File: config.mk
export PLATFORM = sky130hd
export DESIGN_NAME = rsl_irq
export DESIGN_NICKNAME = d
export VERILOG_FILES = /design/src/hdl/rsl_pkg.sv /design/src/hdl/rsl_sticky.sv /design/src/hdl/rsl_irq.sv
export SDC_FILE = /design/constraint.sdc
export NUM_CORES = 1
export LEC_CHECK = 0
export ABC_AREA = 1
export BUFFER_PORTS_ARGS = -buffer_cell sky130_fd_sc_hd__buf_4
export CORE_MARGIN = 4
export CORE_UTILIZATION = 45
export CTS_BUF_LIST = sky130_fd_sc_hd__clkbuf_4 sky130_fd_sc_hd__clkbuf_8
export CTS_CLUSTER_DIAMETER = 200
export DETAILED_ROUTE_END_ITERATION = 10
export PLACE_DENSITY = 0.89
export SLEW_MARGIN = 30
export SYNTH_ARGS = -nofsm -noshare
export SYNTH_HDL_FRONTEND = slang
export SYNTH_SLANG_ARGS = --single-unit
File: constraint.sdc
create_clock -name i_clk -period 1.6 [get_ports i_clk]
set_clock_uncertainty 0.05 [all_clocks]
set_input_delay 0.08 -clock i_clk [delete_from_list [all_inputs] [get_ports i_clk]]
set_output_delay 0.08 -clock i_clk [all_outputs]
set_load 0.1 [all_outputs]
File: src/hdl/rsl_pkg.sv
// package: register map, field layout and carrier types of the receive slip / loopback irq block
package rsl_pkg;

    // register byte offsets (word aligned)
    localparam logic [7:0] RSL_OFS_SLIP_EN = 8'h00; // slip_buffer_irq_enable
    localparam logic [7:0] RSL_OFS_SLIP_STAT = 8'h04; // slip status, clear on read
    localparam logic [7:0] RSL_OFS_LB_STAT = 8'h08; // loopback_code_irq_status
    localparam logic [7:0] RSL_OFS_LB_EN = 8'h0C; // loopback change irq enable
    localparam logic [7:0] RSL_OFS_DET_CTRL = 8'h10; // activation detection enable
    localparam logic [7:0] RSL_OFS_PATTERN = 8'h14; // activation_code_pattern
    localparam int RSL_ADDR_W = 8;

    // slip enable / slip status field positions
    localparam int RSL_BIT_FULL = 2;
    localparam int RSL_BIT_EMPTY = 1;
    localparam int RSL_BIT_SLIP = 0;
    // loopback status / enable and detection control field positions
    localparam int RSL_BIT_ACT_SEEN = 3;
    localparam int RSL_BIT_ACT_CHG = 1;
    localparam int RSL_BIT_DET_EN = 0;

    // sticky status flags, in index order
    localparam int RSL_NUM_FLAGS = 4;
    localparam int RSL_FLAG_SLIP = 0;
    localparam int RSL_FLAG_EMPTY = 1;
    localparam int RSL_FLAG_FULL = 2;
    localparam int RSL_FLAG_ACT = 3;

    // reset values
    localparam logic [2:0] RSL_RST_SLIP_EN = 3'h0;
    localparam logic RSL_RST_BIT = 1'h0;
    localparam logic [31:0] RSL_RST_WORD = 32'h0000_0000;

    // ahb transfer type bits and response
    localparam logic [1:0] RSL_HTRANS_NONSEQ = 2'h2;
    localparam logic RSL_HRESP_OKAY = 1'h0;

    // slip buffer activity reported by the receive slip buffer
    typedef struct packed {
        logic full;  // buffer currently full
        logic empty; // buffer currently empty
        logic wr;    // a frame write strobe this cycle
        logic rd;    // a frame read strobe this cycle
    } rsl_slip_evt_t;

    // latched ahb address phase
    typedef struct packed {
        logic valid;
        logic write;
        logic [RSL_ADDR_W-1:0] addr;
    } rsl_ahb_aph_t;

endpackage

File: src/hdl/rsl_sticky.sv
// sticky status flag: set by hardware, cleared by a register read, set wins
`timescale 1ns/1ps

module rsl_sticky
    import rsl_pkg::*;
(
    input wire logic i_clk,
    input wire logic i_rst_b,
    input wire logic i_set,
    input wire logic i_clr,
    output logic o_flag
);

    // an event in the clearing cycle is kept
    always_ff @(posedge i_clk or negedge i_rst_b) begin
        if (!i_rst_b) begin
            o_flag <= RSL_RST_BIT;
        end else if (i_set) begin
            o_flag <= 1'b1;
        end else if (i_clr) begin
            o_flag <= 1'b0;
        end
    end

endmodule

File: src/hdl/rsl_irq.sv
// receive slip buffer and loopback activation code interrupt block with ahb-lite registers
//
// Contract
// three rw slip enables: full bit 2, empty bit 1, slip bit 0, reset 0
// full interrupt declared when the slip buffer becomes filled
// write into full buffer drops one frame and sets its status bit
// empty interrupt declared when the slip buffer becomes emptied
// read from empty buffer repeats one frame and sets its status bit
// slip interrupt on either frame drop or frame repeat
// read-only bit 3 shows live activation code detection, reset 0
// live detection reported only while detection is enabled; pattern from own register
// loopback status bits 7-4 reserved, read as zero
// slip status bits hold events since last read; reading clears them
// activation change interrupt on both start and end of detection
// interrupt request high while any set status bit has its enable set
`timescale 1ns/1ps

module rsl_irq
    import rsl_pkg::*;
#(
    parameter int PATTERN_W = 8
) (
    input wire logic i_clk,
    input wire logic i_rst_b,
    // ahb-lite slave
    input wire logic i_hsel,
    input wire logic [31:0] i_haddr,
    input wire logic [1:0] i_htrans,
    input wire logic i_hwrite,
    input wire logic [2:0] i_hsize,
    input wire logic [31:0] i_hwdata,
    input wire logic i_hready,
    output logic [31:0] o_hrdata,
    output logic o_hreadyout,
    output logic o_hresp,
    // receive slip buffer
    input wire rsl_slip_evt_t i_slip_evt,
    output logic o_rx_frame_drop,
    output logic o_rx_frame_repeat,
    // activation code matcher
    input wire logic i_act_code_match,
    output logic o_act_det_en,
    output logic [PATTERN_W-1:0] o_act_code_pattern,
    // interrupt request
    output logic o_irq
);

    ////////////////////////////////////////////////////////////////////////////
    // declarations
    rsl_ahb_aph_t aph;
    logic rx_buf_full_irq_en;
    logic rx_buf_empty_irq_en;
    logic rx_buf_slip_irq_en;
    logic activation_change_irq_en;
    logic activation_code_seen;
    logic full_q;
    logic empty_q;
    logic take;
    logic rd_take;
    logic wr_now;
    logic overflow;
    logic underflow;
    logic next_seen;
    logic [RSL_NUM_FLAGS-1:0] flag_set;
    logic [RSL_NUM_FLAGS-1:0] flag_clr;
    logic [RSL_NUM_FLAGS-1:0] flag;
    logic [RSL_NUM_FLAGS-1:0] flag_en;
    logic [31:0] next_rdata;
    logic [RSL_ADDR_W-1:0] rd_addr;
    logic wr_slip_en;
    logic wr_lb_en;
    logic wr_det_ctrl;
    logic wr_pattern;
    logic rd_slip_stat;
    logic rd_lb_stat;

    ////////////////////////////////////////////////////////////////////////////
    // ahb address phase
    assign take = i_hsel && i_hready && i_htrans[1];
    assign rd_take = take && !i_hwrite;
    assign rd_addr = i_haddr[RSL_ADDR_W-1:0];
    assign wr_now = aph.valid && aph.write;

    // data phase write strobes, one per writable register
    assign wr_slip_en = wr_now && (aph.addr == RSL_OFS_SLIP_EN);
    assign wr_lb_en = wr_now && (aph.addr == RSL_OFS_LB_EN);
    assign wr_det_ctrl = wr_now && (aph.addr == RSL_OFS_DET_CTRL);
    assign wr_pattern = wr_now && (aph.addr == RSL_OFS_PATTERN);

    // address phase reads of the clear-on-read status registers
    assign rd_slip_stat = rd_take && (rd_addr == RSL_OFS_SLIP_STAT);
    assign rd_lb_stat = rd_take && (rd_addr == RSL_OFS_LB_STAT);

    // latch the address phase for the data phase write
    always_ff @(posedge i_clk or negedge i_rst_b) begin
        if (!i_rst_b) begin
            aph <= '0;
        end else if (i_hready) begin
            aph.valid <= take;
            aph.write <= i_hwrite;
            aph.addr <= i_haddr[RSL_ADDR_W-1:0];
        end
    end

    // zero wait state, ready also while in reset
    always_ff @(posedge i_clk or negedge i_rst_b) begin
        if (!i_rst_b) begin
            o_hreadyout <= 1'b1;
        end else begin
            o_hreadyout <= 1'b1;
        end
    end

    // every transfer answers okay, unmapped ones included
    always_ff @(posedge i_clk or negedge i_rst_b) begin
        if (!i_rst_b) begin
            o_hresp <= RSL_HRESP_OKAY;
        end else begin
            o_hresp <= RSL_HRESP_OKAY;
        end
    end

    ////////////////////////////////////////////////////////////////////////////
    // writable registers

    // slip enables written
    always_ff @(posedge i_clk or negedge i_rst_b) begin
        if (!i_rst_b) begin
            {rx_buf_full_irq_en, rx_buf_empty_irq_en, rx_buf_slip_irq_en} <= RSL_RST_SLIP_EN;
        end else if (wr_slip_en) begin
            rx_buf_full_irq_en <= i_hwdata[RSL_BIT_FULL];
            rx_buf_empty_irq_en <= i_hwdata[RSL_BIT_EMPTY];
            rx_buf_slip_irq_en <= i_hwdata[RSL_BIT_SLIP];
        end
    end

    // loopback change enable
    always_ff @(posedge i_clk or negedge i_rst_b) begin
        if (!i_rst_b) begin
            activation_change_irq_en <= RSL_RST_BIT;
        end else if (wr_lb_en) begin
            activation_change_irq_en <= i_hwdata[RSL_BIT_ACT_CHG];
        end
    end

    // detection enable for the matcher
    always_ff @(posedge i_clk or negedge i_rst_b) begin
        if (!i_rst_b) begin
            o_act_det_en <= RSL_RST_BIT;
        end else if (wr_det_ctrl) begin
            o_act_det_en <= i_hwdata[RSL_BIT_DET_EN];
        end
    end

    // pattern handed to the matcher
    always_ff @(posedge i_clk or negedge i_rst_b) begin
        if (!i_rst_b) begin
            o_act_code_pattern <= '0;
        end else if (wr_pattern) begin
            o_act_code_pattern <= i_hwdata[PATTERN_W-1:0];
        end
    end

    ////////////////////////////////////////////////////////////////////////////
    // slip buffer events
    assign overflow = i_slip_evt.wr && i_slip_evt.full;
    assign underflow = i_slip_evt.rd && i_slip_evt.empty;

    // previous buffer levels for becoming full or empty
    always_ff @(posedge i_clk or negedge i_rst_b) begin
        if (!i_rst_b) begin
            full_q <= RSL_RST_BIT;
            empty_q <= RSL_RST_BIT;
        end else begin
            full_q <= i_slip_evt.full;
            empty_q <= i_slip_evt.empty;
        end
    end

    // drop a frame on overflow write
    always_ff @(posedge i_clk or negedge i_rst_b) begin
        if (!i_rst_b) begin
            o_rx_frame_drop <= RSL_RST_BIT;
        end else begin
            o_rx_frame_drop <= overflow;
        end
    end

    // repeat a frame on underflow read
    always_ff @(posedge i_clk or negedge i_rst_b) begin
        if (!i_rst_b) begin
            o_rx_frame_repeat <= RSL_RST_BIT;
        end else begin
            o_rx_frame_repeat <= underflow;
        end
    end

    ////////////////////////////////////////////////////////////////////////////
    // live activation code state
    // live state gated by detection enable
    assign next_seen = o_act_det_en && i_act_code_match;

    // live detection bit
    always_ff @(posedge i_clk or negedge i_rst_b) begin
        if (!i_rst_b) begin
            activation_code_seen <= RSL_RST_BIT;
        end else begin
            activation_code_seen <= next_seen;
        end
    end

    ////////////////////////////////////////////////////////////////////////////
    // sticky status flags
    always_comb begin
        flag_set = '0;
        // buffer becomes filled, or overflow
        flag_set[RSL_FLAG_FULL] = (i_slip_evt.full && !full_q) || overflow;
        // buffer becomes emptied, or underflow
        flag_set[RSL_FLAG_EMPTY] = (i_slip_evt.empty && !empty_q) || underflow;
        // either slip direction
        flag_set[RSL_FLAG_SLIP] = overflow || underflow;
        // both edges of detection
        flag_set[RSL_FLAG_ACT] = next_seen != activation_code_seen;
    end

    // read of a status register clears its flags
    always_comb begin
        flag_clr = '0;
        flag_clr[RSL_FLAG_FULL] = rd_slip_stat;
        flag_clr[RSL_FLAG_EMPTY] = rd_slip_stat;
        flag_clr[RSL_FLAG_SLIP] = rd_slip_stat;
        flag_clr[RSL_FLAG_ACT] = rd_lb_stat;
    end

    // one sticky cell per flag
    for (genvar g = 0; g < RSL_NUM_FLAGS; g++) begin : g_flag
        rsl_sticky u_sticky (
            .i_clk(i_clk),
            .i_rst_b(i_rst_b),
            .i_set(flag_set[g]),
            .i_clr(flag_clr[g]),
            .o_flag(flag[g])
        );
    end

    ////////////////////////////////////////////////////////////////////////////
    // interrupt output
    always_comb begin
        flag_en = '0;
        flag_en[RSL_FLAG_FULL] = rx_buf_full_irq_en;
        flag_en[RSL_FLAG_EMPTY] = rx_buf_empty_irq_en;
        flag_en[RSL_FLAG_SLIP] = rx_buf_slip_irq_en;
        flag_en[RSL_FLAG_ACT] = activation_change_irq_en;
    end

    // request while an enabled flag is set
    always_ff @(posedge i_clk or negedge i_rst_b) begin
        if (!i_rst_b) begin
            o_irq <= RSL_RST_BIT;
        end else begin
            o_irq <= |(flag & flag_en);
        end
    end

    ////////////////////////////////////////////////////////////////////////////
    // read data, captured at the address phase so a clear never loses a value
    always_comb begin
        next_rdata = RSL_RST_WORD;
        unique case (rd_addr)
            RSL_OFS_SLIP_EN: begin
                next_rdata[RSL_BIT_FULL] = rx_buf_full_irq_en;
                next_rdata[RSL_BIT_EMPTY] = rx_buf_empty_irq_en;
                next_rdata[RSL_BIT_SLIP] = rx_buf_slip_irq_en;
            end
            RSL_OFS_SLIP_STAT: begin
                next_rdata[RSL_BIT_FULL] = flag[RSL_FLAG_FULL];
                next_rdata[RSL_BIT_EMPTY] = flag[RSL_FLAG_EMPTY];
                next_rdata[RSL_BIT_SLIP] = flag[RSL_FLAG_SLIP];
            end
            // bits 7-4 left at zero
            RSL_OFS_LB_STAT: begin
                next_rdata[RSL_BIT_ACT_SEEN] = activation_code_seen;
                next_rdata[RSL_BIT_ACT_CHG] = flag[RSL_FLAG_ACT];
            end
            RSL_OFS_LB_EN: begin
                next_rdata[RSL_BIT_ACT_CHG] = activation_change_irq_en;
            end
            RSL_OFS_DET_CTRL: begin
                next_rdata[RSL_BIT_DET_EN] = o_act_det_en;
            end
            RSL_OFS_PATTERN: begin
                next_rdata[PATTERN_W-1:0] = o_act_code_pattern;
            end
            default: begin
                next_rdata = RSL_RST_WORD; // unmapped reads as zero
            end
        endcase
    end

    // read data register
    always_ff @(posedge i_clk or negedge i_rst_b) begin
        if (!i_rst_b) begin
            o_hrdata <= RSL_RST_WORD;
        end else if (rd_take) begin
            o_hrdata <= next_rdata;
        end
    end

endmodule

* After elaboration in Yosys (flattened, before gate mapping)
Cells that the tools add are included.
Widths: inputs -> output; s select.
** Word-level totals
- Bits in registers :: 41
- Latch bits :: 0
- Bits in writable memories :: 0
- Bits in read-only memories :: 0
- Output and inout port bits :: 46
- Logic and storage cells :: 69
- Memories kept :: 0
** Cells by class
- Add/subtract/negate cells :: 0
- $mul :: 0
- Div/mod/pow operators :: 0
- Order comparisons :: 0
- Eq/ne operators :: 9
- Shift-type cells :: 0
- Muxes and demuxes :: 11
- Bitwise operators :: 1
- Reductions and logical operators :: 28
** Operators with widths (number)
- $eq 8x5->1 const B :: 4
- $eq 8x4->1 const B :: 3
- $logic_not 8->1 :: 2
- $logic_and 1x1->1 :: 15
- $eq 8x3->1 const B :: 1
- $reduce_bool 2->1 :: 4
- $mux 1 :: 6
- $pmux 1 s5 :: 1
- $and 4x4->4 :: 1
- $mux 4 :: 1
- $pmux 1 s4 :: 1
- $reduce_or 4->1 :: 1
- $logic_not 1->1 :: 3
- $logic_or 1x1->1 :: 3
- $pmux 1 s3 :: 1
- $pmux 1 s2 :: 1
- $ne 1x1->1 :: 1

* Logic depth before layout (Yosys ltp)
Gate-level depths: netlist of the first run.
- Word-level depth :: 6
- Mapped depth :: 7
- Mapped depth without buffers :: 7

* Modules after synthesis
Synthesis of the first run repeated with hierarchy kept, for this count alone.
** Unflattened totals
- Cells, all modules :: 256
- Area total of the unflattened synthesis :: 2163.3 um^2
** By module, submodules not included
- rsl_irq :: instances 1, cells each 236, area each 2003.2 um^2, sequential area each 925.9 um^2
- rsl_sticky :: instances 4, cells each 5, area each 40.0 um^2, sequential area each 25.0 um^2

* Worst setup path before layout of the first run
Ideal clock, no wire load.
- Path kind :: reg2reg
- Start point :: register o_act_code_pattern[1]
- End point :: register o_hrdata[1]
- Arrival :: 1345 ps
- Required time :: 1482 ps
- Slack :: 137 ps
- Cell stages (with the launch flop) :: 7
- Path buffers :: 0
- Cells stage by stage :: dfrtp_1 nand3_1 nand2_1 nand2_1 nand2_1 nand2_1 nand2_1
** On the way
- Longest elaborated chain between the ends :: 1
** RTL lines
- start, declared :: RTL line rsl_irq.sv:43 : output logic [PATTERN_W-1:0] o_act_code_pattern,
- start signal, assigned :: RTL line rsl_irq.sv:160 : o_act_code_pattern <= i_hwdata[PATTERN_W-1:0];
- $pmux 1 s5 :: RTL line rsl_irq.sv:269 : unique case (rd_addr)
- end signal, assigned :: RTL line rsl_irq.sv:305 : o_hrdata <= next_rdata;
- end, declared :: RTL line rsl_irq.sv:33 : output logic [31:0] o_hrdata,
Every way passes these cells.
A chain may end at the register's enable or synchronous reset.

* Worst setup path after layout of the first run
- Start point :: input i_haddr[5]
- End point :: register g_flag[1].u_sticky.o_flag
** On the way
- Longest elaborated chain between the ends :: 3
** RTL lines
- start, declared :: RTL line rsl_irq.sv:27 : input wire logic [31:0] i_haddr,
- $eq 8x3->1 :: RTL line rsl_irq.sv:91 : assign rd_slip_stat = rd_take && (rd_addr == RSL_OFS_SLIP_STAT);
- $logic_and 1x1->1 :: RTL line rsl_irq.sv:91
- $reduce_bool 2->1 (no line)
- end signal, assigned :: RTL line rsl_sticky.sv:17 : o_flag <= RSL_RST_BIT;
- end signal, assigned :: RTL line rsl_sticky.sv:19 : o_flag <= 1'b1;
- end signal, assigned :: RTL line rsl_sticky.sv:21 : o_flag <= 1'b0;
- end, declared :: RTL line rsl_sticky.sv:11 : output logic o_flag
Every way passes these cells.

==> flow_summary.yaml, run 1 <==
status:
  outcome: "finished, final reports clean"
place:
  dp_hpwl_um: 3390
  gp_congestion: 0.847
  port_buffers: 46
  post_dp_cell_area_um2: 2400
  dp.cells: 342
setup_path:
  path_max_fanout: 4
  cpLargestDelayFamily: "buffers and inverters"
  end_kind: "flop"
  path_class: "primary input to flop"
  cp_num_buf_inv: 2
  critPathSlowestCell: "dlygate4sd3_1"
  cpPeakStageDelay_ns: 0.53
  crit_chain: "dlygate4sd3_1 > buf_4 > nor2_1 > nand2_1 > nor2_1 > nand2_1 > nand2_1 > o211ai_1"
  regToRegSetupSlack_ns: 0.28
  startpoint_type: "primary input"
  required_ns: 1.71
  crit_top_cell: "nand2_1"
  worstPathArrival_ns: 1.49
floorplanning:
  num_rows: 24
  die_y_um: 76.4
  initial_core_util: 0.474
  die_w_um: 76.4
  core_area_um2: 4440
  ios: 125
  die_area_um2: 5840
cells_and_area:
  final.fill_count: 384
  n_antenna_cell: 0
  nNetsFinal: 394
  final_area_um2: 2710
  layout-drive-gt1-share: 0.237
  area_growth_pct: 28.7
  fin_cells: 368
logic_synthesis:
  synth.distinct_cells: 28
  synthAdderAreaFrac: 0
  yosys.area_share.simple: 0.292
  synth-xor-area-share: 0
  syn_avg_cell_area_um2: 8.50
  synth_seq_cells: 41
  synth_top_family_by_area: "simple AND/OR/NAND/NOR gates"
  yosys_warnings: 0
  synth_compound_area_frac: 0.0611
  synthMuxAreaShare: 0.00534
  synth_cells: 248
  synth.yosys.seq_area_share: 0.487
  synth.cell_area_um2: 2110
route:
  totalWireLength_um: 4570
  drc_errors: 0
  wl_per_cell_um: 12.4
  dr.pass1.iters: 4
  dr_total_vias: 1741
  drt-vias-per-instance: 4.73
  first_iter_violations: 143
  drtAntennaViolNets: 0
sta:
  fin_tns_setup_ns: 0
  drv_slew: 0
  setup_viol: 0
  rsz0062_at_grt: "false"
  relSlewSlack: 0.665
  max_freq_ghz: 0.725
  hold_violations: 0
  finalCritPeriodShare: 0.863
  tightest_slew_ns: 0.502
  min_period_ns: 1.38
power_and_ir_drop:
  p_comb_frac: 0.236
  p_clk_frac: 0.355
  seqPwrFrac: 0.409
  total_power_mw: 2.72
  p_switching_uw: 890
  ir_drop_mv: 0.597
  p_leak_nw: 1.48
  p_sw_frac: 0.327
  power_density_nw_per_um2: 1000
  p_int_mw: 1.83
grt:
  overflow: 0
  grt_max_degree: 42
  antenna_found_initial: 0
  grt_pass1_wl_um: 7760
  grt_pass1_vias: 1751
  grt_usage: 0.164
clock_network:
  htreeDepth: 2
  cts_buffer_depth: 2
  worstSkewPairLatency_ns: 0.29
  cts_root_buf: "clkbuf_8"
  cts_sinks: 41
  ctsResizeCount: 0
  cts_tree: "done"
  path_clk_slew_ns: 0.08
  numCtsBuffers: 5
flow_run:
  max-cap-violations: 0
hold_path:
  hp-class: "primary input to flop"
==> worst reg2reg max path: cells and delay by family, from the launching register on <==
family	cells	cell delay (ns)
compound gates	1	0.06
flops	1	0.39
simple gates	5	0.71
==> through the flow <==
stage	hold WS (ns)	worst slack, ns	utilization
2_1_floorplan	-0.266	0.137	-
3_3_place_gp	0.0316	0.329	0.540
3_5_place_dp	0.0394	0.280	0.540
4_1_cts	0.0138	0.218	0.610
5_1_grt	0.0160	0.0903	0.610
6_report	0.0158	0.220	0.610
==> layer usage <==
layer | vias to the layer above | global-route usage | routed length, um
met2 | 67 | 0.276 | 2300
li1 | 856 | - | -
met4 | 0 | 0.0870 | 116
met1 | 807 | 0.190 | 1850
met5 | - | 0 | 0
met3 | 11 | 0.0437 | 312
==> flip-flops by register name, summed over array words and instances, names as in the netlist, 4 cells and up <==
register                flops
aph                        10
g_flag.u_sticky.o_flag      4
o_act_code_pattern          8
o_hrdata                    8
==> worst paths after layout <==
check | from | to | depth (start not counted)
hold / removal | i_haddr[0] | aph[0]$_DFFE_PN0P_ | 3
max in group asynchronous | i_rst_b | g_flag[2].u_sticky.o_flag$_DFFE_PN0P_ | 2
min in group asynchronous | i_rst_b | o_hrdata[3]$_DFFE_PN0N_ | 2
setup reg to reg | aph[1]$_DFFE_PN0P_ | rx_buf_slip_irq_en$_DFFE_PN0P_ | 6
hold reg to reg | full_q$_DFF_PN0_ | g_flag[2].u_sticky.o_flag$_DFFE_PN0P_ | 1
setup / recovery | i_haddr[5] | g_flag[1].u_sticky.o_flag$_DFFE_PN0P_ | 8
==> repair_timing <==
item	CTS	global route
hold buffers	18	0
hold endpoints to repair	58	0
buffers inserted	0	0
==> layout by cell type (no fill, tap or decap), types with 3 or more instances in the layout <==
| master | Yosys | final |
|---|---|---|
| nand2_1 | 70 | 70 |
| buf_4 | 27 | 47 |
| dfrtp_1 | 41 | 41 |
| conb_1 | 2 | 26 |
| inv_1 | 24 | 24 |
| nand3_1 | 20 | 20 |
| dlygate4sd3_1 | 0 | 18 |
| nor2_1 | 16 | 16 |
| o21ai_0 | 8 | 8 |
| o21ai_1 | 5 | 5 |
| clkbuf_8 | 0 | 5 |
| nand4_1 | 4 | 4 |
| inv_2 | 3 | 3 |
| o211ai_1 | 3 | 3 |
| nand2_2 | 3 | 3 |
| a21oi_1 | 3 | 3 |
| o21ai_2 | 3 | 3 |
==> kinds of logic after synthesis <==
logic type	Yosys count
flip-flops	41
multiplexers	1
buffers and inverters	56
AO/OA/AOI/OAI	22
AND/OR/NAND/NOR	126
other	2
==> Yosys cell counts, drive strengths merged <==
| library cell | n | area (um^2) |
|---|---|---|
| o211ai | 3 | 22.5 |
| nor2 | 21 | 124 |
| o21ai | 16 | 91.3 |
| dfrtp | 41 | 1030 |
| nor3 | 3 | 26.3 |
| buf | 28 | 214 |
| conb | 2 | 7.51 |
| nand3b | 1 | 7.51 |
| nand2 | 74 | 293 |
| clkbuf | 1 | 3.75 |
| inv | 27 | 101 |
| mux2 | 1 | 11.3 |
| a21oi | 3 | 15.0 |
| nand4 | 5 | 37.5 |
| nand3 | 22 | 128 |
==> layout make-up <==
cell class,count,area [um^2],area share
flip-flops and latches,41,1030,0.378
multi-input cells,175,853,0.315
repair buffers,65,533,0.196
inverters,27,101,0.0374
clock buffers,5,68.8,0.0254
clock inverters,3,65.1,0.0240
well taps,52,65.1,0.0240
==> power groups by stage <==
stage               registers [mW]  logic (mW)  clock network (mW)
global route                  1.12       0.676                1.04
global placement              1.13       0.597                   0
finish                        1.11       0.641               0.968
detailed placement            1.13       0.606                   0
CTS                           1.11       0.642               0.983
floorplan                     1.23       0.420                   0
Power figures use the tool's default switching activity.
==> run 2: changes to the inputs <==
--- a/config.mk
+++ b/config.mk
@@ -5,10 +5,9 @@
 export SDC_FILE = /design/constraint.sdc
 export NUM_CORES = 1
 export LEC_CHECK = 0
-export ABC_AREA = 1
 export BUFFER_PORTS_ARGS = -buffer_cell sky130_fd_sc_hd__buf_4
 export CORE_MARGIN = 4
-export CORE_UTILIZATION = 45
+export CORE_UTILIZATION = 44
 export CTS_BUF_LIST = sky130_fd_sc_hd__clkbuf_4 sky130_fd_sc_hd__clkbuf_8
 export CTS_CLUSTER_DIAMETER = 200
 export DETAILED_ROUTE_END_ITERATION = 10
==> run 2 against run 1 <==
Effect of this change: hold slack worse by 0.012 ns; sequential power is essentially flat; global-route usage decreased by 0.55 points; critical path depth shrank 5; non-clock buffer count unchanged; clock-buffer cell count rose by 1; final area is 5.8% lower; synthesized area down 5.8%; register-to-register slack got worse by 0.26 ns; flip-flop and latch count stayed put; sequential share of layout area grew 2.4 points; largest cell class unchanged; largest power group unchanged; highest routed layer unchanged.
==> flow_summary.yaml, run 2 <==
status:
  outcome: "finished, final reports clean"
logic_synthesis:
  synth_cells: 156
  synth_top_area_cell: "dfrtp_1"
  synth.top_cell.area_share: 0.516
  synth_top_family_by_area: "multiplexers"
  yosys_warnings: 0
  synth.cell_area_um2: 1990
  synth_edf_count: 0
  synth.yosys.seq_area_share: 0.516
  ys.flop_type: "dfrtp_1"
  synthArstFlopShare: 1.00
  synth.distinct_cells: 39
  yosysMostFrequentCell: "dfrtp_1"
  ys_top_cells_by_count: "dfrtp_1, buf_4, mux2_2, a22o_1, nand2_1"
  synthMuxAreaShare: 0.153
  synth_seq_cells: 41
  synth.area.top_cells: "dfrtp_1, mux2_2, buf_4"
  syn_avg_cell_area_um2: 12.7
  synth-xor-area-share: 0.00441
  yosys.area_share.simple: 0.140
  synthAdderAreaFrac: 0
  synth_compound_area_frac: 0.0680
route:
  first_iter_violations: 58
  drc_errors: 0
  drt-vias-per-instance: 4.93
  wl_per_cell_um: 14.9
  dr.pass1.iters: 4
  totalWireLength_um: 4110
  dr_total_vias: 1357
  drtAntennaViolNets: 0
place:
  dp_hpwl_um: 2940
  dp.cells: 249
  dpl_worst_slack_ns: 0.0103
  gp_congestion: 0.745
  port_buffers: 46
cells_and_area:
  mostFrequentLayoutCells: "buf_4, dfrtp_1, conb_1, mux2_2, dlygate4sd3_1"
  fin_cells: 275
  largest_register_ffs: 10
  top_register: "aph"
  area_growth_pct: 28.7
  layout_commonest_cell: "buf_4"
  n_antenna_cell: 0
  largestRegisters: "aph (10), o_act_code_pattern (8), o_hrdata (8)"
  multiInputGateArea_um2: 823
  final.fill_count: 351
  nNetsFinal: 301
  layout-drive-gt1-share: 0.390
  seq_area_um2: 1030
setup_path:
  required_ns: 1.72
  startpoint_type: "flop"
  rr_startpoint: "aph[6]$_DFFE_PN0P_"
  cp_num_buf_inv: 0
  crit_start: "aph[6]$_DFFE_PN0P_"
  crit_chain: "nor4_4 > nand4_4 > mux2_2"
  cpLargestDelayFamily: "simple AND/OR/NAND/NOR gates"
  cpPeakStageDelay_ns: 0.43
  critPathSlowestCell: "nor4_4"
  end_kind: "flop"
  path_max_fanout: 8
  path_class: "flop to flop"
  worstPathArrival_ns: 1.70
power_and_ir_drop:
  total_power_mw: 2.44
  p_leak_nw: 1.18
  power_density_nw_per_um2: 954
  ir_drop_mv: 0.585
sta:
  tightest_slew_ns: 0.510
  setup_viol: 0
  drv_slew: 0
  fin_tns_setup_ns: 0
  relSlewSlack: 0.660
  finalCritPeriodShare: 0.989
  hold_ws_ns: 0.00358
  hold_violations: 0
  min_period_ns: 1.58
  rsz0062_at_grt: "true"
  max_freq_ghz: 0.632
  finalWorstSetupSlack_ns: 0.0172
clock_network:
  cts_buffer_depth: 2
  cts_tree: "done"
  htreeDepth: 2
  numCtsBuffers: 5
  path_clk_slew_ns: 0.07
  cts_root_buf: "clkbuf_8"
  worstSkewPairLatency_ns: 0.29
  cts_sinks: 41
floorplanning:
  num_rows: 24
  core_area_um2: 4350
  initial_core_util: 0.456
  die_w_um: 75.2
  ios: 125
  die_y_um: 75.2
  die_area_um2: 5660
grt:
  grt_usage: 0.158
  antenna_found_initial: 0
  overflow: 0
  grt_pass1_wl_um: 6650
  grt_pass1_vias: 1397
  grt_max_degree: 42
flow_run:
  max-cap-violations: 0
hold_path:
  hp-class: "primary input to flop"
  min_from: "i_hsel"
run 2: cell count changes after synthesis, moves of 5 or more:
cell	delta
o21ai_1	-5
nand2_1	-65
o21ai_0	-6
nor2_1	-13
inv_1	-20
a22o_1	+6
nand3_1	-17
mux2_2	+22
run 2: worst paths after layout:
path | end | slack, ns | cells past startpoint
max | o_act_code_pattern[4]$_DFFE_PN0P_ | 0.02 | 3
min | aph[9]$_DFFE_PN0P_ | 0.004 | 3
max reg2reg | o_act_code_pattern[4]$_DFFE_PN0P_ | 0.02 | 3
min reg2reg | o_hrdata[0]$_DFFE_PN0N_ | 0.44 | 2
max in group asynchronous | o_act_det_en$_DFFE_PN0P_ | 0.88 | 2
min in group asynchronous | full_q$_DFF_PN0_ | 0.25 | 2
run 2: area by class of cell:
| type | instances | share of cell area |
|---|---|---|
| inverters | 4 | 0.00587 |
| clock inverters | 2 | 0.00392 |
| clock buffers | 6 | 0.0299 |
| flip-flops and latches | 41 | 0.402 |
| repair buffers | 65 | 0.210 |
| multi-input cells | 105 | 0.322 |
| well taps | 52 | 0.0255 |
run 2: stage by stage:
stage	area, um^2	util
after detailed placement	2280	0.525
after global placement	2280	0.525
after CTS	2570	0.591
final	2560	0.587
after floorplan	2080	-
after global routing	2560	0.587
run 2: worst register-to-register path: cells and delay by family (launching register included):
family / cells / cell delay (ns)
flops: 1 / 0.41
mux: 1 / 0.34
simple gates: 2 / 0.68
run 2: cell families (layout without fill, tap and decap cells):
logic type                Yosys count  after routing
other                               2             26
muxes                              25             25
DFF                                41             41
xor gates and xnor gates            1              1
buffers and inverters              34             77
and+or+nand+nor                    36             36
AOI/OAI and AO/OA                  17             17
run 2: what timing repair did:
item | 4_1_cts | 5_1_grt
resized for setup | 0 | 0
endpoints found under the setup margin | 0 | 14
buffers inserted | 0 | 0
endpoints found under the hold margin | 68 | 0
hold buffers | 20 | 0
run 2: metal layers:
layer | global-route usage | routed length [um] | vias to the layer above
li1 | - | - | 639
met1 | 0.197 | 1660 | 670
met2 | 0.255 | 2110 | 42
met3 | 0.0414 | 255 | 6
met4 | 0.0796 | 88 | 0
met5 | 0 | 0 | -
run 2: where the power goes:
part / switching (mW) / internal [mW] / leakage (nW)
clock: 0.330 / 0.319 / 0.0484
sequential: 0.0433 / 1.09 / 0.486
combinational: 0.496 / 0.161 / 0.645
total: 0.870 / 1.57 / 1.18
==> run 3: changes to the inputs <==
--- a/config.mk
+++ b/config.mk
@@ -6,6 +6,7 @@
 export NUM_CORES = 1
 export LEC_CHECK = 0
 export BUFFER_PORTS_ARGS = -buffer_cell sky130_fd_sc_hd__buf_4
+export CORE_ASPECT_RATIO = 1.75
 export CORE_MARGIN = 4
 export CORE_UTILIZATION = 44
 export CTS_BUF_LIST = sky130_fd_sc_hd__clkbuf_4 sky130_fd_sc_hd__clkbuf_8
==> run 3 against run 2 <==
Effect of this change: via count up 1.5%; first-iteration DRC count shrank 53%; clock power is 51% higher; fmax is 0.91% higher; clock-buffer cell count shrank 1; total power is 14% higher; sequential share of layout area shrank 1.4 points; utilization rose by 1.3 points; combinational power up 1%; critical endpoint is now o_act_code_pattern[3]$_DFFE_PN0P_; largest cell class unchanged; highest routed layer unchanged.
==> flow_summary.yaml, run 3 (synthesis results as in run 2) <==
cells_and_area:
  top_register: "aph"
  final.fill_count: 347
  largest_register_ffs: 10
  mostFrequentLayoutCells: "buf_4, dfrtp_1, conb_1, mux2_2, dlygate4sd3_1"
  layout_commonest_cell: "buf_4"
  nNetsFinal: 306
  largestRegisters: "aph (10), o_act_code_pattern (8), o_hrdata (8)"
  area_growth_pct: 33.1
  fin_cells: 279
  n_antenna_cell: 0
  layout-drive-gt1-share: 0.395
  fin_util: 0.601
  final_area_um2: 2650
power_and_ir_drop:
  total_power_mw: 2.77
  p_comb_frac: 0.239
  ir_drop_mv: 0.740
  p_switching_uw: 899
  power_density_nw_per_um2: 1050
  p_sw_frac: 0.324
  seqPwrFrac: 0.408
  p_int_mw: 1.88
  p_leak_nw: 1.22
  p_clk_frac: 0.353
place:
  dp_hpwl_um: 3010
  dpl_worst_slack_ns: -0.00676
  dp.cells: 248
  port_buffers: 46
  gp_congestion: 0.786
  post_dp_cell_area_um2: 2280
setup_path:
  required_ns: 1.73
  startpoint_type: "flop"
  cp_num_buf_inv: 1
  end_kind: "flop"
  worstPathArrival_ns: 1.70
  cpLargestDelayFamily: "simple AND/OR/NAND/NOR gates"
  path_max_fanout: 8
  critPathSlowestCell: "dfrtp_1"
  crit_chain: "nor4_4 > buf_4 > nand4_4 > mux2_2"
  cpPeakStageDelay_ns: 0.42
  path_class: "flop to flop"
grt:
  overflow: 0
  grt_pass1_vias: 1421
  grt_usage: 0.152
  antenna_found_initial: 0
  grt_max_degree: 42
  grt_pass1_wl_um: 6600
route:
  drtAntennaViolNets: 0
  dr.pass1.iters: 4
  first_iter_violations: 27
  dr_total_vias: 1377
  totalWireLength_um: 4070
  drt-vias-per-instance: 4.94
  wl_per_cell_um: 14.6
  drc_errors: 0
floorplanning:
  die_area_um2: 5700
  die_y_um: 96.9
  initial_core_util: 0.451
  core_area_um2: 4400
  die_w_um: 58.8
  ios: 125
  num_rows: 32
clock_network:
  cts_root_buf: "clkbuf_8"
  cts_tree: "done"
  numCtsBuffers: 5
  cts_buffer_depth: 2
  htreeDepth: 2
  path_clk_slew_ns: 0.07
  cts_sinks: 41
  worstSkewPairLatency_ns: 0.30
sta:
  max_freq_ghz: 0.638
  setup_viol: 0
  finalCritPeriodShare: 0.980
  hold_ws_ns: 0.0256
  relSlewSlack: 0.660
  min_period_ns: 1.57
  fin_tns_setup_ns: 0
  finalWorstSetupSlack_ns: 0.0314
  hold_violations: 0
  drv_slew: 0
  rsz0062_at_grt: "true"
  tightest_slew_ns: 0.509
flow_run:
  max-cap-violations: 0
status:
  outcome: "finished, final reports clean"
hold_path:
  hp-class: "primary input to flop"
==> run 3: path summary, 6_finish.rpt <==
check | end | slack (ns) | from | cells after the start
worst max-delay path | o_act_code_pattern[3]$_DFFE_PN0P_ | 0.03 | aph[6]$_DFFE_PN0P_ | 4
worst min-delay path | activation_code_seen$_DFF_PN0_ | 0.03 | i_act_code_match | 2
worst max register to register | o_act_code_pattern[3]$_DFFE_PN0P_ | 0.03 | aph[6]$_DFFE_PN0P_ | 4
max in group asynchronous | o_act_code_pattern[0]$_DFFE_PN0P_ | 0.87 | i_rst_b | 2
worst min register to register | o_hrdata[2]$_DFFE_PN0N_ | 0.43 | o_hrdata[2]$_DFFE_PN0N_ | 2
min in group asynchronous | o_hrdata[5]$_DFFE_PN0N_ | 0.25 | i_rst_b | 2
==> run 3: repair_timing <==
| item | CTS | global route |
|---|---|---|
| buffers inserted | 1 | 0 |
| hold buffers | 22 | 0 |
| gates resized for setup | 0 | 0 |
| pin swaps | 1 | 0 |
| endpoints found under the setup margin | 8 | 8 |
| hold endpoints to repair | 69 | 0 |
==> run 3: power by group through the flow <==
stage	clock, mW	sequential [mW]	combinational (mW)
floorplan	0	1.27	0.418
global placement	0	1.15	0.614
detailed placement	0	1.15	0.620
CTS	0.995	1.13	0.666
global route	1.04	1.14	0.693
finish	0.978	1.13	0.664
==> run 3: final cells by class <==
type / instances / area [um^2] / share of cell area
sequential: 41 / 1030 / 0.389
multi-input combinational: 105 / 823 / 0.311
timing repair buffer: 70 / 581 / 0.219
clock buffer: 5 / 68.8 / 0.0260
clock inverter: 3 / 65.1 / 0.0246
tap: 51 / 63.8 / 0.0241
inverter: 4 / 15.0 / 0.00568
==> run 3: per-layer routing <==
layer | share of wire | GRT usage
met1 | 0.35 | 0.161
met3 | 0.075 | 0.0320
met5 | 0 | 0
met2 | 0.55 | 0.273
met4 | 0.021 | 0.0681
==> run 3: worst register-to-register path, delay by kind of cell, from the launching register on <==
family | cells | cell delay, ns
AND/OR/NAND/NOR | 2 | 0.48
buffers and inverters | 1 | 0.18
multiplexers | 1 | 0.33
flip-flops | 1 | 0.42
